### src/inc/spc_pkg.sv
// Package for the self-programming control unit
package spc_pkg;
  // Register byte offsets on the AXI4-Lite slave
  localparam logic [7:0] SPC_CTRL_OFF   = 8'h00;
  localparam logic [7:0] SPC_PTR_OFF    = 8'h04;
  localparam logic [7:0] SPC_DATA_OFF   = 8'h08;
  localparam logic [7:0] SPC_INSTR_OFF  = 8'h0c;
  localparam logic [7:0] SPC_RESULT_OFF = 8'h10;
  localparam logic [7:0] SPC_STATUS_OFF = 8'h14;
  // Control register fields
  localparam int SPC_BIT_EN     = 0;
  localparam int SPC_BIT_RWW    = 6;
  localparam logic [5:0] SPC_CMD_SIG   = 6'h21;
  localparam logic [5:0] SPC_CMD_CLR   = 6'h11;
  localparam logic [5:0] SPC_CMD_FUSE  = 6'h09;
  localparam logic [5:0] SPC_CMD_WRITE = 6'h05;
  localparam logic [5:0] SPC_CMD_ERASE = 6'h03;
  localparam logic [5:0] SPC_CMD_LOAD  = 6'h01;
  localparam logic [7:0] SPC_CTRL_RST  = 8'h00;
  // Instruction trigger codes
  localparam logic [1:0] SPC_INSTR_STORE = 2'h1;
  localparam logic [1:0] SPC_INSTR_LOAD  = 2'h2;
  // Issue windows in cycles
  localparam logic [2:0] SPC_STORE_WIN = 3'd4;
  localparam logic [2:0] SPC_LOAD_WIN  = 3'd3;
  // Flash operation time
  localparam int    SPC_CLK_MHZ     = 250;
  localparam int    SPC_OP_MIN_US   = 3700;
  localparam int    SPC_OP_MAX_US   = 4500;
  localparam int    SPC_OP_CYC      = SPC_OP_MIN_US * SPC_CLK_MHZ;
  // Page geometry
  localparam int SPC_WORD_BITS = 6;
  localparam int SPC_PAGE_WORDS = 64;
  localparam int SPC_PAGE_BITS = 7;
  localparam logic [15:0] SPC_ERASED = 16'hffff;
  // Pointer values for fuse and signature reads
  localparam logic [2:0] SPC_PTR_0 = 3'h0;
  localparam logic [2:0] SPC_PTR_1 = 3'h1;
  localparam logic [2:0] SPC_PTR_2 = 3'h2;
  localparam logic [2:0] SPC_PTR_3 = 3'h3;
  localparam logic [2:0] SPC_PTR_4 = 3'h4;
  localparam logic [2:0] SPC_PTR_5 = 3'h5;
  // Bus responses
  localparam logic [1:0] SPC_RESP_OK  = 2'b00;
  localparam logic [1:0] SPC_RESP_ERR = 2'b10;
endpackage : spc_pkg

### src/core/spc_page_buf.sv
// Temporary page buffer of the self-programming unit
`timescale 1ns/1ps
module spc_page_buf
  import spc_pkg::*;
(
  input  wire logic                     core_clk,
  input  wire logic                     rst,
  input  wire logic                     clr,
  input  wire logic                     wr,
  input  wire logic [SPC_WORD_BITS-1:0] waddr,
  input  wire logic [15:0]              wdata,
  input  wire logic [SPC_WORD_BITS-1:0] raddr,
  output logic      [15:0]              rdata
);
  logic [15:0] mem_q [SPC_PAGE_WORDS];

  // Per-word storage; reset or clear returns every word to erased state
  for (genvar i = 0; i < SPC_PAGE_WORDS; i++) begin : g_word
    always_ff @(posedge core_clk) begin
      if (rst || clr) begin
        mem_q[i] <= SPC_ERASED;
      end else if (wr && waddr == SPC_WORD_BITS'(i)) begin
        mem_q[i] <= wdata;
      end
    end
  end

  assign rdata = mem_q[raddr];
endmodule : spc_page_buf

### src/core/spc_ctrl.sv
// Self-programming control unit with AXI4-Lite register access
//
// Contract
// - Read-while-write busy bit always reads zero
// - Signature read: load returns byte, store ignored
// - Clear command empties the whole page buffer
// - Fuse read returns lock or fuse by pointer
// - Page write programs page from buffer
// - Page write bit self-clears; core stalled meanwhile
// - Page erase erases pointer page, stalls core
// - Page erase bit self-clears on end or timeout
// - Enable opens store window of four cycles
// - Plain enable stores data word into buffer
// - Enable clears after store, stays during operation
// - Six recognised command patterns decoded
// - EEPROM write blocks programming and fuse reads
// - Lock bits at pointer one, bits one-zero
// - Fuse read bits clear on completion or timeout
// - Fuse bytes low, high, extended by pointer
// - Programmed bits read zero, unprogrammed one
// - Signature row pointer map
// - Signature bits clear on read or timeout
// - Flash operation completes despite reset
// - Erase and write last the minimum time
// - Buffer erased after page write and reset
// - Store instruction needs self-program fuse programmed
//
// Added by the designer: the placing of the registers and the AXI4-Lite slave port.
`timescale 1ns/1ps
module spc_ctrl
  import spc_pkg::*;
#(
  parameter int OP_CYCLES = SPC_OP_CYC,
  parameter logic [7:0] SIG_BYTE0 = 8'h11, // Arbitrary identity value
  parameter logic [7:0] SIG_BYTE1 = 8'h22, // Arbitrary identity value
  parameter logic [7:0] SIG_BYTE2 = 8'h33  // Arbitrary identity value
) (
  input  wire logic        core_clk,
  input  wire logic        rst,
  input  wire logic [7:0]  s_axi_awaddr,
  input  wire logic        s_axi_awvalid,
  output logic             s_axi_awready,
  input  wire logic [31:0] s_axi_wdata,
  input  wire logic [3:0]  s_axi_wstrb,
  input  wire logic        s_axi_wvalid,
  output logic             s_axi_wready,
  output logic [1:0]       s_axi_bresp,
  output logic             s_axi_bvalid,
  input  wire logic        s_axi_bready,
  input  wire logic [7:0]  s_axi_araddr,
  input  wire logic        s_axi_arvalid,
  output logic             s_axi_arready,
  output logic [31:0]      s_axi_rdata,
  output logic [1:0]       s_axi_rresp,
  output logic             s_axi_rvalid,
  input  wire logic        s_axi_rready,
  input  wire logic        eeprom_write_busy,
  input  wire logic [7:0]  fuse_low_byte,
  input  wire logic [7:0]  fuse_high_byte,
  input  wire logic [7:0]  fuse_ext_byte,
  input  wire logic [1:0]  lock_bits,
  input  wire logic [7:0]  osc_cal_byte,
  input  wire logic [7:0]  temp_sensor_offset,
  input  wire logic [7:0]  temp_sensor_gain,
  output logic             core_stall,
  output logic             flash_erase,
  output logic             flash_write,
  output logic [SPC_PAGE_BITS-1:0] flash_page,
  output logic [15:0]      flash_wdata,
  output logic [SPC_WORD_BITS-1:0] flash_waddr
);
  typedef enum logic [1:0] {SPC_IDLE, SPC_ERASE, SPC_WRITE, SPC_WDUMP} spc_op_e;

  logic [5:0]  cmd_q;
  logic [2:0]  win_q;
  logic [15:0] ptr_q, data_q;
  logic [7:0]  result_q;
  spc_op_e     op_q;
  logic [31:0] op_cnt_q;
  logic [SPC_WORD_BITS-1:0] dump_q;
  logic        aw_hold_q, w_hold_q;
  logic [7:0]  awaddr_q;
  logic [31:0] wdata_q;
  logic        wstrb0_q;
  logic        instr_ok_q, ctrl_hit_q;
  logic [1:0]  instr_q;
  logic        buf_wr, buf_clr, buf_rst;
  logic [15:0] buf_rdata;
  logic        do_wr, store_go, load_go, op_busy;
  logic [7:0]  ctrl_rd, rd_word;
  logic        self_prog_fuse;

  assign self_prog_fuse = fuse_ext_byte[0];
  assign op_busy = (op_q != SPC_IDLE);

  // Write channel: address and data taken in either order
  assign do_wr = aw_hold_q && w_hold_q && !s_axi_bvalid;

  always_ff @(posedge core_clk) begin
    if (rst) begin
      aw_hold_q     <= 1'b0;
      w_hold_q      <= 1'b0;
      s_axi_awready <= 1'b1;
      s_axi_wready  <= 1'b1;
      s_axi_bvalid  <= 1'b0;
      s_axi_bresp   <= SPC_RESP_OK;
      awaddr_q      <= 8'h00;
      wdata_q       <= 32'h0;
      wstrb0_q      <= 1'b0;
    end else begin
      if (s_axi_awvalid && s_axi_awready) begin
        aw_hold_q     <= 1'b1;
        awaddr_q      <= s_axi_awaddr;
        s_axi_awready <= 1'b0;
      end
      if (s_axi_wvalid && s_axi_wready) begin
        w_hold_q     <= 1'b1;
        wdata_q      <= s_axi_wdata;
        wstrb0_q     <= s_axi_wstrb[0];
        s_axi_wready <= 1'b0;
      end
      if (do_wr) begin
        s_axi_bvalid <= 1'b1;
        s_axi_bresp  <= (awaddr_q <= SPC_INSTR_OFF) ? SPC_RESP_OK : SPC_RESP_ERR;
        aw_hold_q    <= 1'b0;
        w_hold_q     <= 1'b0;
      end
      if (s_axi_bvalid && s_axi_bready) begin
        s_axi_bvalid  <= 1'b0;
        s_axi_awready <= 1'b1;
        s_axi_wready  <= 1'b1;
      end
    end
  end

  // Accepted write strobes for the command logic
  always_ff @(posedge core_clk) begin
    if (rst) begin
      ctrl_hit_q <= 1'b0;
      instr_ok_q <= 1'b0;
      instr_q    <= 2'h0;
    end else begin
      // Control writes are dropped while an EEPROM write runs or an op is busy
      ctrl_hit_q <= do_wr && wstrb0_q && awaddr_q == SPC_CTRL_OFF &&
                    !eeprom_write_busy && !op_busy;
      instr_ok_q <= do_wr && wstrb0_q && awaddr_q == SPC_INSTR_OFF;
      instr_q    <= wdata_q[1:0];
    end
  end

  // Pointer and data registers stand in for Z and R0
  always_ff @(posedge core_clk) begin
    if (rst) begin
      ptr_q  <= 16'h0;
      data_q <= 16'h0;
    end else if (do_wr && awaddr_q == SPC_PTR_OFF) begin
      ptr_q <= wdata_q[15:0];
    end else if (do_wr && awaddr_q == SPC_DATA_OFF) begin
      data_q <= wdata_q[15:0];
    end
  end

  assign store_go = instr_ok_q && instr_q == SPC_INSTR_STORE && cmd_q[SPC_BIT_EN] &&
                    win_q != 3'd0 && !op_busy && !self_prog_fuse && !eeprom_write_busy;
  // Loads only in the first three cycles of the four-cycle window
  assign load_go  = instr_ok_q && instr_q == SPC_INSTR_LOAD && cmd_q[SPC_BIT_EN] &&
                    win_q > SPC_STORE_WIN - SPC_LOAD_WIN && !eeprom_write_busy;

  // Command register and issue window
  always_ff @(posedge core_clk) begin
    if (rst) begin
      cmd_q <= SPC_CTRL_RST[5:0];
      win_q <= 3'd0;
    end else if (ctrl_hit_q) begin
      unique case (wdata_q[5:0])
        SPC_CMD_SIG, SPC_CMD_CLR, SPC_CMD_FUSE, SPC_CMD_WRITE,
        SPC_CMD_ERASE, SPC_CMD_LOAD: begin
          cmd_q <= wdata_q[5:0];
          win_q <= SPC_STORE_WIN;
        end
        default: begin
          cmd_q <= 6'h00;
          win_q <= 3'd0;
        end
      endcase
    end else if (op_busy) begin
      // Enable and op bit stay up until the flash operation ends
      if (op_q != SPC_WDUMP && op_cnt_q == 32'd1) begin
        cmd_q <= 6'h00;
      end
    end else if (store_go) begin
      if (cmd_q != SPC_CMD_ERASE && cmd_q != SPC_CMD_WRITE) begin
        cmd_q <= 6'h00;
      end
      win_q <= 3'd0;
    end else if (load_go && (cmd_q == SPC_CMD_SIG || cmd_q == SPC_CMD_FUSE)) begin
      cmd_q <= 6'h00;
      win_q <= 3'd0;
    end else if (win_q != 3'd0) begin
      win_q <= win_q - 3'd1;
      // Reads have a shorter window; all bits drop together on expiry
      if (win_q == 3'd1 ||
          (win_q == SPC_STORE_WIN - SPC_LOAD_WIN + 3'd1 &&
           (cmd_q == SPC_CMD_SIG || cmd_q == SPC_CMD_FUSE))) begin
        cmd_q <= 6'h00;
        win_q <= 3'd0;
      end
    end
  end

  // Flash operation sequencer; runs on across reset so a write finishes
  always_ff @(posedge core_clk) begin
    case (op_q)
      SPC_IDLE: begin
        if (store_go && cmd_q == SPC_CMD_ERASE) begin
          op_q     <= SPC_ERASE;
          op_cnt_q <= 32'(OP_CYCLES);
        end else if (store_go && cmd_q == SPC_CMD_WRITE) begin
          op_q     <= SPC_WDUMP;
          dump_q   <= '0;
          op_cnt_q <= 32'(OP_CYCLES);
        end
      end
      SPC_WDUMP: begin
        dump_q <= dump_q + SPC_WORD_BITS'(1);
        if (dump_q == SPC_WORD_BITS'(SPC_PAGE_WORDS - 1)) begin
          op_q <= SPC_WRITE;
        end
      end
      SPC_ERASE, SPC_WRITE: begin
        op_cnt_q <= op_cnt_q - 32'd1;
        if (op_cnt_q == 32'd1) begin
          op_q <= SPC_IDLE;
        end
      end
      default: op_q <= SPC_IDLE;
    endcase
  end

  // Flash array strobes; page from upper pointer bits, data words from buffer
  always_ff @(posedge core_clk) begin
    if (rst && !op_busy) begin
      flash_erase <= 1'b0;
      flash_write <= 1'b0;
      flash_page  <= '0;
      flash_wdata <= 16'h0;
      flash_waddr <= '0;
      core_stall  <= 1'b0;
    end else begin
      core_stall  <= op_busy || store_go;
      flash_erase <= store_go && cmd_q == SPC_CMD_ERASE;
      flash_write <= op_q == SPC_WDUMP;
      flash_wdata <= buf_rdata;
      flash_waddr <= dump_q;
      if (store_go) begin
        flash_page <= ptr_q[SPC_WORD_BITS+SPC_PAGE_BITS:SPC_WORD_BITS+1];
      end
    end
  end

  // Buffer load ignores pointer bit 0; clear on command, after write, at reset
  assign buf_wr  = store_go && cmd_q == SPC_CMD_LOAD && !eeprom_write_busy;
  assign buf_clr = (store_go && cmd_q == SPC_CMD_CLR) ||
                   (op_q == SPC_WRITE && op_cnt_q == 32'd1);
  // Reset spares the buffer mid-dump; the write's end clears it anyway
  assign buf_rst = rst && op_q != SPC_WDUMP;

  spc_page_buf u_buf (
    .core_clk (core_clk),
    .rst      (buf_rst),
    .clr      (buf_clr),
    .wr       (buf_wr),
    .waddr    (ptr_q[SPC_WORD_BITS:1]),
    .wdata    (data_q),
    .raddr    (dump_q),
    .rdata    (buf_rdata)
  );

  // Load result: signature row, fuse or lock bytes; stored polarity as-is
  always_ff @(posedge core_clk) begin
    if (rst) begin
      result_q <= 8'h00;
    end else if (load_go && cmd_q == SPC_CMD_SIG) begin
      case (ptr_q[2:0])
        SPC_PTR_0: result_q <= SIG_BYTE0;
        SPC_PTR_2: result_q <= SIG_BYTE1;
        SPC_PTR_4: result_q <= SIG_BYTE2;
        SPC_PTR_1: result_q <= osc_cal_byte;
        SPC_PTR_3: result_q <= temp_sensor_offset;
        SPC_PTR_5: result_q <= temp_sensor_gain;
        default:   result_q <= 8'h00;
      endcase
    end else if (load_go && cmd_q == SPC_CMD_FUSE) begin
      case (ptr_q[1:0])
        SPC_PTR_0[1:0]: result_q <= fuse_low_byte;
        SPC_PTR_1[1:0]: result_q <= {6'h3f, lock_bits};
        SPC_PTR_2[1:0]: result_q <= {7'h7f, fuse_ext_byte[0]};
        default:        result_q <= fuse_high_byte;
      endcase
    end
  end

  // Control readback: busy bit fixed at zero
  assign ctrl_rd = {1'b0, 1'b0, cmd_q};

  always_comb begin
    case (s_axi_araddr)
      SPC_CTRL_OFF:   rd_word = ctrl_rd;
      SPC_RESULT_OFF: rd_word = result_q;
      SPC_STATUS_OFF: rd_word = {6'h00, eeprom_write_busy, op_busy};
      default:        rd_word = 8'h00;
    endcase
  end

  // Read channel; pointer and data words read back in full
  always_ff @(posedge core_clk) begin
    if (rst) begin
      s_axi_arready <= 1'b1;
      s_axi_rvalid  <= 1'b0;
      s_axi_rdata   <= 32'h0;
      s_axi_rresp   <= SPC_RESP_OK;
    end else if (s_axi_arvalid && s_axi_arready) begin
      s_axi_arready <= 1'b0;
      s_axi_rvalid  <= 1'b1;
      s_axi_rdata   <= (s_axi_araddr == SPC_PTR_OFF)  ? {16'h0, ptr_q} :
                       (s_axi_araddr == SPC_DATA_OFF) ? {16'h0, data_q} : {24'h0, rd_word};
      s_axi_rresp   <= (s_axi_araddr <= SPC_STATUS_OFF && s_axi_araddr[1:0] == 2'b00 &&
                        s_axi_araddr != SPC_INSTR_OFF) ? SPC_RESP_OK : SPC_RESP_ERR;
    end else if (s_axi_rvalid && s_axi_rready) begin
      s_axi_rvalid  <= 1'b0;
      s_axi_arready <= 1'b1;
    end
  end
endmodule : spc_ctrl

### config.mk
export PLATFORM = sky130hd
export DESIGN_NAME = spc_ctrl
export DESIGN_NICKNAME = d
export VERILOG_FILES = /design/src/inc/spc_pkg.sv /design/src/core/spc_page_buf.sv /design/src/core/spc_ctrl.sv
export SDC_FILE = /design/constraint.sdc
export NUM_CORES = 2
export LEC_CHECK = 0
export BUFFER_PORTS_ARGS = -buffer_cell sky130_fd_sc_hd__buf_4
export CORE_AREA = 8 8 336 338
export CTS_BUF_LIST = sky130_fd_sc_hd__clkbuf_4
export CTS_CLUSTER_DIAMETER = 100
export DETAILED_ROUTE_END_ITERATION = 7
export DIE_AREA = 0 0 344 346
export PLACE_DENSITY = 0.62
export SYNTH_ARGS = -nofsm -noshare
export SYNTH_HDL_FRONTEND = slang
export SYNTH_SLANG_ARGS = --single-unit
### constraint.sdc
create_clock -name core_clk -period 4.9 [get_ports core_clk]
set_input_delay 0.49 -clock core_clk [delete_from_list [all_inputs] [get_ports core_clk]]
set_output_delay 0.49 -clock core_clk [all_outputs]
set_load 0.005 [all_outputs]
==> metrics.txt <==
status=completed; post_cts resized=0; RSZ-0062 raised after global routing=no; Vias per Instance=around 6; share of layout cells above drive strength 1=about a quarter; Max Cap Viol=0; Initial Utilization=49.3%; hold crit path type=input port to flop; Final HPWL DP=between 100000 and 150000 um; ranking of synthesized cells by area=edfxtp_1 60%, mux4_2 9.4%, nand2_1 7.5%, dfxtp_1 5.1%, nor2_1 2.2%; die width=344 um; Post-CTS Setup Inserts=0; max-slew violations=0; initial drt markers=around 4.3k; CTS sink cnt=1199; GRT overflow=0; Ports=approximately 180; Slew @ Worst Pin=roughly 1.3 ns; top-area cell type share of the netlist area=60.1%; Final setup viols=0; post-route clock period utilization=roughly 87%; Worst-Skew Late Latency=around 1.2 ns; required time worst endpoint=about 5.6 ns; Yosys warning total=0; critical path class=flop to flop; most common cell in the netlist=edfxtp_1; startpoint types=flop; Most used DFF post-synth=edfxtp_1; Clock Pin Slew Worst Setup and Hold Paths=approximately 0.060 ns; hold path startpoint=s_axi_wdata[11]; NumNets Final=4586; largest net degree at the start of global routing=89; post-route ant nets=0; number of synthesized flops with an enable pin=1064; GR peak layer=met2; Critical R2R Launch=op_q[1]$_DFFE_PP_; Post-Syn Area=53200 um2; Unique masters post-synth=67; skew final=just under 0.1 ns; R2R setup slack=between 0.6 and 0.7 ns; CP max FO=16; GRT Util Overall=26.4%; post-synthesis cell count=about 4.1k; total power=21400 uW; final hold vios=0; Port Buffers=~140; die area=about 120000 um2; DR vias=about 36k; CTS H-tree depth=5; drt total wl=~160000 um; core area=~110000 um2; GR Layer Usage met2=40.9%; filler instances=about 9k; CP startpoint=op_q[1]$_DFFE_PP_; first-pass GRT wire length=approximately 230000 um; ys async rst share=0%; Root Buffer=clkbuf_4; TritonRoute pass-1 iters=6; initial antenna violation count=4; CP arrival=approximately 5 ns; CTS tree=done; Max IR drop VDD=approximately 0.27 mV; #FFs+latches synth=1199; leak pwr=approximately 0.021 uW; grt met3 use=under 10%; number of global-route vias before repair=36.7k; Setup TNS Final=0 ns; met1 Resource Use GR=approximately 37%; CTS buffer count=between 300 and 400; DRC=0; top cell type by total area after synthesis=edfxtp_1; floorplan row count=between 100 and 150; Critical Path End Type=flop; most frequent cells after synthesis=1064 x edfxtp_1, 1060 x nand2_1, 317 x nor2_1; Seq/Total Area, Yosys=between 60 and 70%; layout overhead on the synthesized area=14.1%; Die H=between 300 and 400 um; CTS Buffer Depth=4; pwr dens=approximately 350 nW/um2; Syn Area/Cell=approximately 13 um2; relative slew slack=between 10% and 20%; RePlAce Congestion=~0.87; Max Freq=about 230 MHz; routed len/inst=between 20 and 30 um; final worst path period need=4.26 ns
## per-stage QoR
stage | instance area [um2] | setup WS (ns) | hold WS, ns | std cells | util [%]
floorplan | 53200 | 1.03 | 0.431 | 4114 | -
global placement | 55900 | 0.848 | 0.440 | 5459 | 51.8
detailed placement | 55900 | 0.786 | 0.446 | 5459 | 51.8
CTS | 60700 | 0.696 | 0.0115 | 6078 | 56.3
global route | 60700 | 0.472 | 0.0641 | 6080 | 56.3
finish | 60700 | 0.644 | 0.128 | 6082 | 56.3
## state kept, by name, summed over array words and instances, names as in the netlist, 2 cells and up
register	cells
result_q	8
wdata_q	16
dump_q	6
cmd_q	6
data_q	16
awaddr_q	8
op_cnt_q	32
op_q	2
u_buf.mem_q	1024
s_axi_rdata	16
flash_wdata	16
ptr_q	16
instr_q	2
flash_waddr	6
flash_page	7
win_q	3
## worst max-delay path, cell delays in order, from the launching register on
cell and delay (ns):
edfxtp_1 0.43, inv_1 0.11, ha_1 0.21, nor4bb_1 0.38, nand3_1 0.21, buf_4 0.25
nor4_1 0.38, buf_4 0.24, nand3_1 0.45, o21ai_2 1.15
## power by group
group	leakage (uW)	total [uW]	internal (uW)	switching (uW)
clock network	0.00239	8760	4720	4050
registers	0.0118	11700	11500	147
logic	0.00731	908	369	540
## cell type report
class / instances / area, um2 / share of cell area (%)
sequential: 1199 / 34700 / 57.1
clock buffer: 482 / 3620 / 5.96
timing repair buffer: 373 / 3310 / 5.45
antenna: 4 / 10.0 / 0.0165
tap: 1414 / 1770 / 2.92
clock inverter: 55 / 348 / 0.573
multi-input combinational: 2532 / 16900 / 27.8
inverter: 23 / 86.3 / 0.142
## layout by cell type (no fill, tap or decap), types with 12 or more instances in the layout
cell type / n
dfxtp_1: 135
nand3_1: 60
dlygate4sd3_1: 82
nor3_1: 25
edfxtp_1: 1064
o21ai_0: 52
mux4_2: 221
clkinv_1: 39
or4_1: 14
nor2_1: 313
or3_1: 139
nand2_1: 1058
xor2_1: 12
ha_1: 16
conb_1: 18
a221oi_1: 60
nor4_1: 15
clkbuf_4: 482
o21ai_2: 65
buf_12: 24
nand2b_1: 12
a22oi_1: 81
a211oi_1: 13
xnor2_1: 20
a21oi_1: 123
nand3b_1: 12
buf_4: 267
mux2i_1: 89
inv_1: 23
## worst paths after layout
check,depth (start not counted),to
setup / recovery,9,u_buf.mem_q[42][10]$_SDFFCE_PN1P_
hold / removal,4,wdata_q[11]$_SDFFE_PP0P_
setup reg to reg,9,u_buf.mem_q[42][10]$_SDFFCE_PN1P_
hold reg to reg,2,data_q[0]$_SDFFE_PP0P_
## cells by family (layout without fill, tap and decap cells)
logic type | count (synthesis) | count (layout) | synth area share (%)
AND/OR/NAND/NOR | 1708 | 1708 | 13.6
flip-flops | 1199 | 1199 | 65.2
AO/OA/AOI/OAI | 443 | 443 | 5.36
buffers and inverters | 383 | 933 | 3.80
multiplexers | 314 | 314 | 11.1
XOR/XNOR | 32 | 32 | 0.527
adder cells (fa/ha/maj) | 17 | 17 | 0.395
other | 1 | 22 | 0.00705
## timing repair
| action | in CTS | in global routing |
|---|---|---|
| hold buffers | 82 | 0 |
| endpoints found under the hold margin | 85 | 0 |
| endpoints found under the setup margin | 0 | 0 |
## metal layers
| metal | vias to the layer above | wire length (um) | share of wire, % |
|---|---|---|---|
| li1 | 16000 | - | - |
| met1 | 18200 | 64100 | 40 |
| met2 | 1931 | 74200 | 47 |
| met3 | 303 | 14200 | 9.0 |
| met4 | 2 | 5890 | 3.7 |
| met5 | - | 14 | 0.0088 |
Note: power is estimated with default switching activity, not from simulation.
